<file path="config.mk">
export PLATFORM = sky130hd
export DESIGN_NAME = ccr_bank
export DESIGN_NICKNAME = d
export VERILOG_FILES = /design/src/rtl/ccr_pkg.sv /design/src/rtl/ccr_bank.sv
export VERILOG_INCLUDE_DIRS = /design/src /design/src/rtl
export SDC_FILE = /design/constraint.sdc
export NUM_CORES = 1
export LEC_CHECK = 0
export ABC_CLOCK_PERIOD_IN_PS = 12000
export BUFFER_PORTS_ARGS = -buffer_cell sky130_fd_sc_hd__buf_4
export CAP_MARGIN = 20
export CORE_MARGIN = 2
export CORE_UTILIZATION = 50
export DETAILED_ROUTE_END_ITERATION = 8
export GPL_ROUTABILITY_DRIVEN = 0
export HOLD_SLACK_MARGIN = 0.08
export MAX_ROUTING_LAYER = met4
export PLACE_DENSITY = 0.68
export SLEW_MARGIN = 20
export SYNTH_ARGS = -nofsm -noshare
export SYNTH_HDL_FRONTEND = slang
export SYNTH_SLANG_ARGS = --single-unit
</file>
<file path="constraint.sdc">
create_clock -name clock -period 12 [get_ports clock]
set_input_delay 0.6 -clock clock [delete_from_list [all_inputs] [get_ports clock]]
set_output_delay 0.6 -clock clock [all_outputs]
set_load 0.05 [all_outputs]
</file>
<file path="src/rtl/ccr_cfg.svh">
// constants for the converter control register bank
`ifndef CCR_CFG_SVH
`define CCR_CFG_SVH
`define CCR_NUM_REGS 19
`define CCR_IDX_W 5
`define CCR_IDX_SRQ 5'h00
`define CCR_IDX_HSCS 5'h01
`define CCR_IDX_FMT 5'h02
`define CCR_IDX_PW 5'h03
`define CCR_IDX_EOLC 5'h04
`define CCR_IDX_INS_FIRST 5'h05
`define CCR_IDX_INS_LAST 5'h0C
`define CCR_IDX_DET_A 5'h0D
`define CCR_IDX_DET_B 5'h0E
`define CCR_NUM_DEFAULTED 5
`define CCR_RST_SRQ 8'h40
`define CCR_RST_HSCS 8'h00
`define CCR_RST_FMT 8'hD8
`define CCR_RST_PW 8'h05
`define CCR_RST_EOLC 8'h00
`define CCR_HSCS_WMASK 8'hB8
`define CCR_DDL_SEC 5'h00
`define CCR_HS_DIRECT 7
`define CCR_HS_DACK 5
`define CCR_HS_BEMPTY 4
`define CCR_HS_RDY 3
`define CCR_HS_DATA_ACK_IN 2
`define CCR_HS_READY_IN 0
`define CCR_FMT_OPT_HI 7
`define CCR_FMT_OPT_LO 6
`define CCR_FMT_DNEG 5
`define CCR_FMT_HNEG 4
`define CCR_FMT_UNIT 3
`define CCR_FMT_WIDE 2
`define CCR_FMT_UNI 1
`define CCR_FMT_TMO 0
`define CCR_EOL_DET 7
`define CCR_EOL_DET1 6
`define CCR_EOL_INS 3
`define CCR_EOL_CNT_HI 2
`define CCR_EOL_CNT_LO 0
`define CCR_PW_ZERO_UNITS 256
`define CCR_CLK_NS 10
`define CCR_T_BASE_NS 25000
`define CCR_T_MIN_NS 40000
`define CCR_T_UNIT_LONG_NS 100000
`define CCR_T_UNIT_SHORT_NS 5000
`define CCR_DUR_W 22
`endif

</file>
<file path="src/rtl/ccr_pkg.sv">
// types of the converter control register bank
`default_nettype none
package ccr_pkg;
  typedef struct packed {
    logic valid;
    logic [4:0] secondary;
    logic [4:0] index;
    logic [7:0] data;
  } ccr_wr_type;
  typedef struct packed {
    logic [1:0] hs_option;
    logic data_neg;
    logic hs_neg;
    logic unit_short;
    logic wide16;
    logic unidir;
    logic timeout_en;
    logic buf_empty_eod;
    logic detect_en;
    logic detect_one;
    logic insert_en;
    logic [2:0] insert_cnt;
  } ccr_cfg_type;
  typedef enum logic [1:0] {
    CCR_IDLE = 2'b01,
    CCR_EMIT = 2'b10
  } ccr_state_type;
endpackage
`default_nettype wire

</file>
<file path="src/rtl/ccr_bank.sv">
// converter control register bank with strobe timing and end-of-line helpers
// Operation
// - nineteen 8-bit control registers, indexed from zero, steer the converter
// - registers with defaults load them at reset; others stay unspecified
// - writes land only from the listener message with secondary zero
// - register value is plain binary, bit 7 weight 128 down to 1
// - service request enable bits gate eight request sources; default 0x40
// - handshake register: direct output control, end-of-data enable, input status
// - format register picks handshake, polarities, time unit, width, direction, timeout
// - strobe lasts 25 us plus count times unit, at least 40 us
// - a zero count means 256 time units
// - sequence register enables detect, its length, insertion and insert count
// - eight registers hold insert characters, eighth-from-last through last
// - two registers hold the first and second detect characters
// - insert and detect registers hold full 8-bit character codes
// - last four registers are reserved and affect nothing
// - format 0xCA gives full, positive, 5 us, 8-bit unidirectional, no timeout
`timescale 1ns/1ns
`default_nettype none
`include "ccr_cfg.svh"
module ccr_bank #(
  parameter int BASE_CYC = `CCR_T_BASE_NS / `CCR_CLK_NS,
  parameter int MIN_CYC = (`CCR_T_MIN_NS + `CCR_CLK_NS - 1) / `CCR_CLK_NS,
  parameter int UNIT_LONG_CYC = `CCR_T_UNIT_LONG_NS / `CCR_CLK_NS,
  parameter int UNIT_SHORT_CYC = `CCR_T_UNIT_SHORT_NS / `CCR_CLK_NS
) (
  input wire logic clock, // system clock
  input wire logic rst, // synchronous reset
  input wire ccr_pkg::ccr_wr_type wr, // listener message register write
  input wire logic [4:0] rd_index, // register read index
  output logic [7:0] rd_data, // register read data
  input wire logic [7:0] req_src, // service request sources
  output logic srq_out, // gated service request
  output ccr_pkg::ccr_cfg_type cfg, // decoded configuration
  input wire logic core_data_ack, // converter core data ack, true level
  input wire logic core_ready, // converter core ready, true level
  input wire logic data_ack_in, // data ack pin in
  input wire logic ready_in, // ready pin in
  output logic data_ack_out, // data ack pin out
  output logic ready_out, // ready pin out
  output logic data_ack_in_true, // synced data ack, true level
  output logic ready_in_true, // synced ready, true level
  input wire logic strobe_start, // request a data valid pulse
  output logic strobe_busy, // pulse in progress
  output logic data_valid_out, // data valid pin out
  input wire logic insert_start, // emit end-of-line characters
  output logic ins_valid, // insert character valid
  input wire logic ins_ready, // insert character taken
  output logic [7:0] ins_char, // insert character
  input wire logic det_valid, // incoming character valid
  input wire logic [7:0] det_char, // incoming character
  output logic eol_detected // end-of-line seen pulse
);
  // ----------------------------------------
  // elaboration checks
  // ----------------------------------------
  if (BASE_CYC < 1 || MIN_CYC < 1 || UNIT_LONG_CYC < 1 || UNIT_SHORT_CYC < 1) begin : g_chk
    $error("ccr_bank: cycle counts must be at least one");
  end
  if (BASE_CYC + `CCR_PW_ZERO_UNITS * UNIT_LONG_CYC >= (1 << `CCR_DUR_W)) begin : g_chk_w
    $error("ccr_bank: pulse duration exceeds counter width");
  end

  // ----------------------------------------
  // register array
  // ----------------------------------------
  logic [7:0] regs_r [0:`CCR_NUM_REGS-1];
  logic wr_ok;
  assign wr_ok = wr.valid && (wr.secondary == `CCR_DDL_SEC);

  function automatic logic [7:0] ccr_default(input int idx);
    case (idx)
      `CCR_IDX_SRQ: ccr_default = `CCR_RST_SRQ;
      `CCR_IDX_HSCS: ccr_default = `CCR_RST_HSCS;
      `CCR_IDX_FMT: ccr_default = `CCR_RST_FMT;
      `CCR_IDX_PW: ccr_default = `CCR_RST_PW;
      default: ccr_default = `CCR_RST_EOLC;
    endcase
  endfunction

  for (genvar i = 0; i < `CCR_NUM_REGS; i++) begin : g_reg
    if (i < `CCR_NUM_DEFAULTED) begin : g_def
      always_ff @(posedge clock) begin
        if (rst) begin
          regs_r[i] <= ccr_default(i);
        end else if (wr_ok && wr.index == 5'(i)) begin
          if (i == `CCR_IDX_HSCS) begin
            regs_r[i] <= wr.data & `CCR_HSCS_WMASK;
          end else begin
            regs_r[i] <= wr.data;
          end
        end
      end
    end else begin : g_nodef
      // character and reserved slots keep whatever they hold
      always_ff @(posedge clock) begin
        if (wr_ok && wr.index == 5'(i)) begin
          regs_r[i] <= wr.data;
        end
      end
    end
  end

  // ----------------------------------------
  // configuration decode
  // ----------------------------------------
  always_comb begin
    cfg.hs_option = regs_r[`CCR_IDX_FMT][`CCR_FMT_OPT_HI:`CCR_FMT_OPT_LO];
    cfg.data_neg = regs_r[`CCR_IDX_FMT][`CCR_FMT_DNEG];
    cfg.hs_neg = regs_r[`CCR_IDX_FMT][`CCR_FMT_HNEG];
    cfg.unit_short = regs_r[`CCR_IDX_FMT][`CCR_FMT_UNIT];
    cfg.wide16 = regs_r[`CCR_IDX_FMT][`CCR_FMT_WIDE];
    cfg.unidir = regs_r[`CCR_IDX_FMT][`CCR_FMT_UNI];
    cfg.timeout_en = regs_r[`CCR_IDX_FMT][`CCR_FMT_TMO];
    cfg.buf_empty_eod = regs_r[`CCR_IDX_HSCS][`CCR_HS_BEMPTY];
    cfg.detect_en = regs_r[`CCR_IDX_EOLC][`CCR_EOL_DET];
    cfg.detect_one = regs_r[`CCR_IDX_EOLC][`CCR_EOL_DET1];
    cfg.insert_en = regs_r[`CCR_IDX_EOLC][`CCR_EOL_INS];
    cfg.insert_cnt = regs_r[`CCR_IDX_EOLC][`CCR_EOL_CNT_HI:`CCR_EOL_CNT_LO];
  end

  // ----------------------------------------
  // service request
  // ----------------------------------------
  always_ff @(posedge clock) begin
    if (rst) begin
      srq_out <= 1'b0;
    end else begin
      srq_out <= |(req_src & regs_r[`CCR_IDX_SRQ]);
    end
  end

  // ----------------------------------------
  // handshake pins
  // ----------------------------------------
  logic dai_s1_r, dai_s2_r, rdi_s1_r, rdi_s2_r;
  // free-running so the pin level is settled when reset ends
  always_ff @(posedge clock) begin
    dai_s1_r <= data_ack_in;
    dai_s2_r <= dai_s1_r;
    rdi_s1_r <= ready_in;
    rdi_s2_r <= rdi_s1_r;
  end
  assign data_ack_in_true = dai_s2_r ^ cfg.hs_neg;
  assign ready_in_true = rdi_s2_r ^ cfg.hs_neg;

  // pins rest at the idle level of the default polarity during reset
  localparam logic [7:0] RST_FMT = `CCR_RST_FMT;
  logic dack_true, rdy_true;
  always_comb begin
    if (regs_r[`CCR_IDX_HSCS][`CCR_HS_DIRECT]) begin
      dack_true = regs_r[`CCR_IDX_HSCS][`CCR_HS_DACK];
      rdy_true = regs_r[`CCR_IDX_HSCS][`CCR_HS_RDY];
    end else begin
      dack_true = core_data_ack;
      rdy_true = core_ready;
    end
  end
  always_ff @(posedge clock) begin
    if (rst) begin
      data_ack_out <= RST_FMT[`CCR_FMT_HNEG];
      ready_out <= RST_FMT[`CCR_FMT_HNEG];
    end else begin
      data_ack_out <= dack_true ^ cfg.hs_neg;
      ready_out <= rdy_true ^ cfg.hs_neg;
    end
  end

  // ----------------------------------------
  // register readback
  // ----------------------------------------
  always_ff @(posedge clock) begin
    if (rst) begin
      rd_data <= 8'h00;
    end else if (rd_index == `CCR_IDX_HSCS) begin
      rd_data <= regs_r[`CCR_IDX_HSCS] | {5'h00, data_ack_in_true, 1'b0, ready_in_true};
    end else if (rd_index < 5'(`CCR_NUM_REGS)) begin
      rd_data <= regs_r[rd_index];
    end else begin
      rd_data <= 8'h00;
    end
  end

  // ----------------------------------------
  // data valid pulse
  // ----------------------------------------
  logic [8:0] pw_units;
  logic [`CCR_DUR_W-1:0] unit_cyc, dur_raw, dur;
  logic [`CCR_DUR_W-1:0] dv_cnt_r;
  logic dv_active_r;
  always_comb begin
    pw_units = (regs_r[`CCR_IDX_PW] == 8'h00) ? 9'(`CCR_PW_ZERO_UNITS) : {1'b0, regs_r[`CCR_IDX_PW]};
    unit_cyc = cfg.unit_short ? `CCR_DUR_W'(UNIT_SHORT_CYC) : `CCR_DUR_W'(UNIT_LONG_CYC);
    dur_raw = `CCR_DUR_W'(BASE_CYC) + `CCR_DUR_W'({13'h0000, pw_units} * unit_cyc);
    dur = (dur_raw < `CCR_DUR_W'(MIN_CYC)) ? `CCR_DUR_W'(MIN_CYC) : dur_raw;
  end
  always_ff @(posedge clock) begin
    if (rst) begin
      dv_active_r <= 1'b0;
      dv_cnt_r <= '0;
    end else if (!dv_active_r && strobe_start) begin
      dv_active_r <= 1'b1;
      dv_cnt_r <= dur - `CCR_DUR_W'(1);
    end else if (dv_active_r) begin
      if (dv_cnt_r == '0) begin
        dv_active_r <= 1'b0;
      end else begin
        dv_cnt_r <= dv_cnt_r - `CCR_DUR_W'(1);
      end
    end
  end
  assign strobe_busy = dv_active_r;
  assign data_valid_out = dv_active_r ^ cfg.hs_neg;

  // ----------------------------------------
  // end-of-line insertion
  // ----------------------------------------
  ccr_pkg::ccr_state_type ins_state_r;
  logic [4:0] ins_ptr_r, ins_first;
  assign ins_first = `CCR_IDX_INS_LAST - {2'b00, cfg.insert_cnt};
  always_ff @(posedge clock) begin
    if (rst) begin
      ins_state_r <= ccr_pkg::CCR_IDLE;
      ins_ptr_r <= `CCR_IDX_INS_LAST;
      ins_char <= 8'h00;
    end else begin
      case (ins_state_r)
        ccr_pkg::CCR_IDLE: begin
          if (insert_start && cfg.insert_en) begin
            ins_state_r <= ccr_pkg::CCR_EMIT;
            ins_ptr_r <= ins_first;
            ins_char <= regs_r[ins_first];
          end
        end
        ccr_pkg::CCR_EMIT: begin
          if (ins_ready) begin
            if (ins_ptr_r == `CCR_IDX_INS_LAST) begin
              ins_state_r <= ccr_pkg::CCR_IDLE;
            end else begin
              ins_ptr_r <= ins_ptr_r + 5'h01;
              ins_char <= regs_r[ins_ptr_r + 5'h01];
            end
          end
        end
        default: begin
          ins_state_r <= ccr_pkg::CCR_IDLE;
        end
      endcase
    end
  end
  assign ins_valid = (ins_state_r == ccr_pkg::CCR_EMIT);

  // ----------------------------------------
  // end-of-line detection
  // ----------------------------------------
  logic first_hit, prev_hit_r;
  assign first_hit = (det_char == regs_r[`CCR_IDX_DET_A]);
  always_ff @(posedge clock) begin
    if (rst) begin
      prev_hit_r <= 1'b0;
      eol_detected <= 1'b0;
    end else begin
      eol_detected <= 1'b0;
      if (det_valid) begin
        prev_hit_r <= first_hit;
        if (cfg.detect_en && cfg.detect_one) begin
          eol_detected <= first_hit;
        end else if (cfg.detect_en) begin
          eol_detected <= prev_hit_r && (det_char == regs_r[`CCR_IDX_DET_B]);
        end
      end
    end
  end

  // ----------------------------------------
  // assertions
  // ----------------------------------------
  logic [`CCR_DUR_W-1:0] len_cnt_r, exp_len_r;
  always_ff @(posedge clock) begin
    if (rst) begin
      len_cnt_r <= '0;
      exp_len_r <= '0;
    end else if (!dv_active_r && strobe_start) begin
      len_cnt_r <= `CCR_DUR_W'(1);
      exp_len_r <= dur;
    end else if (dv_active_r) begin
      len_cnt_r <= len_cnt_r + `CCR_DUR_W'(1);
    end
  end

  reset_default_a: assert property (@(posedge clock) disable iff (rst)
    $fell(rst) |-> regs_r[`CCR_IDX_SRQ] == `CCR_RST_SRQ && regs_r[`CCR_IDX_FMT] == `CCR_RST_FMT
      && regs_r[`CCR_IDX_PW] == `CCR_RST_PW)
    else $error("register defaults not loaded");
  ddl_filter_a: assert property (@(posedge clock) disable iff (rst)
    wr.valid && wr.secondary != `CCR_DDL_SEC && wr.index == `CCR_IDX_FMT |=> $stable(regs_r[`CCR_IDX_FMT]))
    else $error("write with nonzero secondary changed a register");
  ddl_write_a: assert property (@(posedge clock) disable iff (rst)
    wr_ok && wr.index == `CCR_IDX_PW |=> regs_r[`CCR_IDX_PW] == $past(wr.data))
    else $error("listener write not stored");
  srq_gate_a: assert property (@(posedge clock) disable iff (rst)
    ##1 srq_out == |($past(req_src) & $past(regs_r[`CCR_IDX_SRQ])))
    else $error("service request gating wrong");
  direct_ctl_a: assert property (@(posedge clock) disable iff (rst)
    regs_r[`CCR_IDX_HSCS][`CCR_HS_DIRECT] && !cfg.hs_neg |=> ready_out == $past(regs_r[`CCR_IDX_HSCS][`CCR_HS_RDY]))
    else $error("direct ready control not followed");
  pulse_len_a: assert property (@(posedge clock) disable iff (rst)
    !$past(rst) && $fell(dv_active_r) |-> $past(len_cnt_r) == exp_len_r && exp_len_r >= `CCR_DUR_W'(MIN_CYC))
    else $error("data valid pulse length wrong");
  zero_units_a: assert property (@(posedge clock) disable iff (rst)
    regs_r[`CCR_IDX_PW] == 8'h00 && !cfg.unit_short |-> dur == `CCR_DUR_W'(BASE_CYC + `CCR_PW_ZERO_UNITS * UNIT_LONG_CYC))
    else $error("zero count not taken as 256 units");
  insert_order_a: assert property (@(posedge clock) disable iff (rst)
    ins_state_r == ccr_pkg::CCR_IDLE && insert_start && cfg.insert_en |=>
      ins_valid && ins_ptr_r == $past(ins_first) && ins_char == $past(regs_r[ins_first]))
    else $error("insertion did not start at the right character");
  insert_end_a: assert property (@(posedge clock) disable iff (rst)
    ins_valid && ins_ready && ins_ptr_r == `CCR_IDX_INS_LAST |=> !ins_valid)
    else $error("insertion did not end at the last character");
  detect_one_a: assert property (@(posedge clock) disable iff (rst)
    det_valid && cfg.detect_en && cfg.detect_one |=> eol_detected == $past(first_hit))
    else $error("single character detect wrong");
  hold_char_a: assert property (@(posedge clock) disable iff (rst)
    ins_valid && !ins_ready |=> ins_valid && $stable(ins_char) && $stable(ins_ptr_r))
    else $error("insert character changed before it was taken");
  detect_two_a: assert property (@(posedge clock) disable iff (rst)
    det_valid && cfg.detect_en && !cfg.detect_one && !prev_hit_r |=> !eol_detected)
    else $error("two character detect fired without a first match");
  status_read_a: assert property (@(posedge clock) disable iff (rst)
    rd_index == `CCR_IDX_HSCS |=> rd_data[`CCR_HS_DATA_ACK_IN] == $past(data_ack_in_true)
      && rd_data[`CCR_HS_READY_IN] == $past(ready_in_true))
    else $error("handshake status bits not reported");
  core_follow_a: assert property (@(posedge clock) disable iff (rst)
    !regs_r[`CCR_IDX_HSCS][`CCR_HS_DIRECT] |=> data_ack_out == ($past(core_data_ack) ^ $past(cfg.hs_neg)))
    else $error("data ack pin does not follow the core");

  pulse_seen_c: cover property (@(posedge clock) disable iff (rst) $fell(dv_active_r));
  insert_run_c: cover property (@(posedge clock) disable iff (rst)
    ins_valid && ins_ready && ins_ptr_r == `CCR_IDX_INS_LAST);
  detect_two_c: cover property (@(posedge clock) disable iff (rst) eol_detected && !cfg.detect_one);
  direct_ctl_c: cover property (@(posedge clock) disable iff (rst) regs_r[`CCR_IDX_HSCS][`CCR_HS_DIRECT] && ready_out);
  zero_pulse_c: cover property (@(posedge clock) disable iff (rst) $fell(dv_active_r) && regs_r[`CCR_IDX_PW] == 8'h00);
endmodule // ccr_bank
`default_nettype wire

</file>
# Yosys cells after proc, flatten, opt, wreduce, memory -nomap -nowiden
# Memories as Yosys holds them, arrays and structs flattened.
# Cells that the tools add are included.
# totals
register_bits	55
ram_bits	152
in_bits	50
mem_count	1
# classes
n_addsub	5
n_mul	1
n_lt_le_gt_ge	2
eq_ne	29
muxes	116
bitwise_logic	13
reduce_logical	49
# mem_list
memory	depth	word_bits	read_ports	rd_clocked_by_memory_dff	wr	line	source
regs_r	19	8	10	0	6	ccr_bank.sv:67	logic [7:0] regs_r [0:`CCR_NUM_REGS-1];
# ops
op	n
$mux W8	23
$reduce_or A8 Y1	14
$mux W22	4
$mux W5	16
$mux W1	65
$eq A5 B4 Y1 const B	9
$sub A22 B1 Y22 const B	2
$logic_and A1 B1 Y1	24
$add A12 B22 Y22 const A	1
$logic_not A22 Y1	1
$lt A22 B12 Y1 const B	1
$mul A9 B14 Y22	1
$eq A5 B3 Y1 const B	4
$eq A8 B8 Y1	2
$pmux W8 S2	1
$eq A5 B5 Y1 const B	3
$mux W14	1
$eq A5 B1 Y1 const B	2
$eq A5 B2 Y1 const B	2
$logic_not A5 Y1	2
$pmux W5 S2	1
$mux W9	1
$and A8 B8 Y8	1
$logic_not A8 Y1	1
19 further kinds	33

# Logic depth before layout (Yosys ltp)
# logic_depth
ltp_word	19
mapped_depth	23
depth_no_buf	21

# Worst setup path after synthesis
# No wires, ideal clock.
# synth_path
path_type	register to register
startpoint	memory regs_r[2][3]
endpoint	register dv_cnt_r[6]
setup_ns	0.119
arrival_time_ns	6.361
required_ns	11.881
path_slack_ns	5.521
path_stages_with_launch	22
period_less_slack_ns	6.479
cell_sequence	edfxtp_1 > clkbuf_1 > clkbuf_1 > and2_1 > inv_1 > fa_1 > inv_1 > fa_1 > fa_1 > fa_1 > ha_1 > ha_1 > clkbuf_2 > a21o_1 > nand3_1 > o211ai_1 > or4_1 > and3_4 > or4_4 > nor3_4 > nor3_1 > o221a_2
# synth_lines
item	line	source
from (decl)	ccr_bank.sv:67	
to (signal assigned)	ccr_bank.sv:203	dv_cnt_r <= dur - `CCR_DUR_W'(1);
to (signal assigned)	ccr_bank.sv:208	dv_cnt_r <= dv_cnt_r - `CCR_DUR_W'(1);
to (decl)	ccr_bank.sv:189	logic [`CCR_DUR_W-1:0] dv_cnt_r;

==> summary.txt <==
pwr/cell area -> 173 nW/um^2
syn_area_per_cell -> 11.4 sq um
Seq/Total Area, Yosys -> 38.3%
# DRC -> 0
Reg-to-Reg Start -> regs_r[2][3]
Reg2Reg Setup Slack -> 5.50 ns
Slew Limit Fails -> 0
multiplexer share of the synthesized area -> 18.6%
1st-pass router iterations -> 6
clk_lat worst skew -> 0.52 ns
top-area cell type share of the netlist area -> 30.7%
max_cap viols -> 0
antenna violations before repair -> 2
post-synthesis compound-gate area fraction -> 11.2%
Async SR Flop Fraction -> 0%
CP arrival -> 6.91 ns
worst hold path depth -> 1
share of cells above drive strength 1 -> 20.5%
largest net degree at the start of global routing -> 47
Cell Area, Placed -> 15400 sq um
post-CTS sizing -> 0
WHS Endpoint -> rdi_s1_r
first-pass GRT wire length -> 62700 um
Util after Layout -> 56.6%
Top FF cell, synth -> edfxtp_1
Reg2Reg Depth -> 18
Synth Area in XOR/XNOR -> 2.97%
Post-synth EDFFs -> 148
Setup crit end kind -> register
commonest non-fill, non-tap cell in the layout -> edfxtp_1
commonest non-fill, non-tap cells in the layout -> 148 x edfxtp_1, 104 x buf_4, 95 x nand2_1
die area -> 30300 sq um
worst hold margin -> 0.186 ns
gr usage total -> 27.6%
period utilisation layout -> 54.2%
crit start category -> register
Fin. Hold Viols -> 0
initial drt markers -> 1285
Longest Clk Path Bufs -> 3
Worst Setup Path Type -> register to register
largest family of logic cells by synthesized area -> multiplexers
CTS Buf Count -> 24
Gate Count Post-Synth -> 1272
postcts setup bufs -> 0
CTS root buf -> clkbuf_16
fill count -> 2335
Synth Cell Area -> 14500 sq um
Max Fanout on Critical Path -> 22
design area -> 16200 sq um
post-synthesis net count -> 1431
count of yosys warnings during synthesis -> 0
Worst-Margin Slew -> 1.05 ns
vias post-DR -> 11023
die height -> 174 um
RR Endpoint -> dv_cnt_r[6]
Critical path origin -> regs_r[2][3]
worst rel slew slack -> 29.8%
die span in x -> 174 um
initial core utilization -> 50.5%
IO Pins -> 90
I/O Buffers -> 89
vias per inst -> 6.40
RSZ-0062 raised after global routing -> no
CP required -> 12.41 ns
Max VDD drop -> 0.110 mV
final wirelength -> 40600 um
core area -> 28600 sq um
Fmax -> 154 MHz
Synth Area in Simple Gates -> 12.8%
clock sinks -> 203
library cells used by synthesis -> 82
Hold/Removal Path Class -> input pin to register
minimum clock period -> 6.50 ns
Total Neg Setup Slack -> 0 ns
Synth Register Bits -> 203
Static Leakage -> 6.26 nW
overflow left after global routing -> 0
Final #Nets -> 1478
Post-Synth Adder-Cell Area -> 11.9%
area delta synth->final -> 12.1%
dpl hpwl -> 29400 um
Reg clk slew, reported paths -> 0.06 ns
num rows -> 62
hold_sp -> ready_in
Routed Antenna Nets -> 0
H-tree depth -> 1
Setup Skew -> 0.0110 ns
CTS tree -> built
status -> completed
per-cell routed wire length -> 23.5 um
# hold bufs at CTS -> 0
largest cells by area after synthesis -> edfxtp_1 31%, mux4_2 14%, dfxtp_1 7.6%
vias in the first global route -> 10560
final setup vio count -> 0
post-synth top area cell -> edfxtp_1
area by class of cell:
class	instances	area, sq um	area share [%]
Tap cell	384	480	2.96
Multi-Input combinational cell	916	8330	51.4
Sequential cell	203	5550	34.2
Antenna cell	2	5.00	0.0309
Inverter	70	263	1.62
Timing Repair Buffer	104	781	4.82
Clock inverter	13	108	0.664
Clock buffer	31	699	4.31
registers in the layout, summed over array words and instances, names as in the netlist, 2 cells and up:
signal,count
dv_cnt_r,22
ins_char,8
ins_state_r,2
regs_r,148
rd_data,8
ins_ptr_r,5
metal layers:
metal	track usage [%]	wire, um
met4	8.93	1550
met3	6.32	4160
met5	-	0
met1	39.4	17400
met2	39.1	17500
logic make-up after synthesis:
logic type               Yosys count
AND/OR/NAND/NOR                  365
AO/OA/AOI/OAI                    237
flip-flops                       203
multiplexers                     156
buffers and inverters            153
adder cells (fa/ha/maj)          109
XOR/XNOR                          49
power breakdown:
part           switching (mW)  leakage [nW]  internal (mW)  total, mW
registers              0.0406          1.81          0.787      0.828
clock network           0.297         0.395          0.435      0.732
logic                   0.769          4.06          0.483       1.25
critical path: stages (launching register included):
cell and delay [ns]:
edfxtp_1 0.71, and2_1 0.42, inv_1 0.11, fa_1 0.51, inv_1 0.05, fa_1 0.55
fa_1 0.43, fa_1 0.44, ha_1 0.28, ha_1 0.37, a21o_1 0.28, nand3_1 0.10
o211ai_1 0.16, or4_1 0.44, and3_4 0.21, or4_4 0.59, nor3_4 0.36, nor3_1 0.11
o221a_2 0.25
cell usage after synthesis, drive strengths merged (34+ instances only):
library cell / instances
inv: 68
a21oi: 55
ha: 62
mux2i: 60
nand3: 34
nor2: 82
dfxtp: 55
clkbuf: 55
edfxtp: 148
and2: 42
mux4: 89
o21ai: 54
fa: 47
nand2: 96
through the flow:
step | worst slack (ns) | power, mW | cells
after floorplan | 5.52 | 1.79 | 1272
after global placement | 5.67 | 2.06 | 1677
after detailed placement | 5.55 | 2.07 | 1677
after CTS | 5.53 | 2.80 | 1721
after global routing | 5.13 | 2.97 | 1723
final | 5.50 | 2.81 | 1723
worst max-delay path by stage:
| stage | endpoint | slack (ns) | cells past startpoint |
|---|---|---|---|
| 5_1_grt | dv_cnt_r[6] | 5.13 | 18 |
| 3_5_place_dp | dv_cnt_r[6] | 5.55 | 19 |
| 4_1_cts | dv_cnt_r[6] | 5.53 | 18 |
| 3_3_place_gp | dv_cnt_r[6] | 5.67 | 18 |
| 2_1_floorplan | dv_cnt_r[6] | 5.52 | 21 |
| 6_report | dv_cnt_r[6] | 5.50 | 18 |
(Power assumes the default switching activity.)
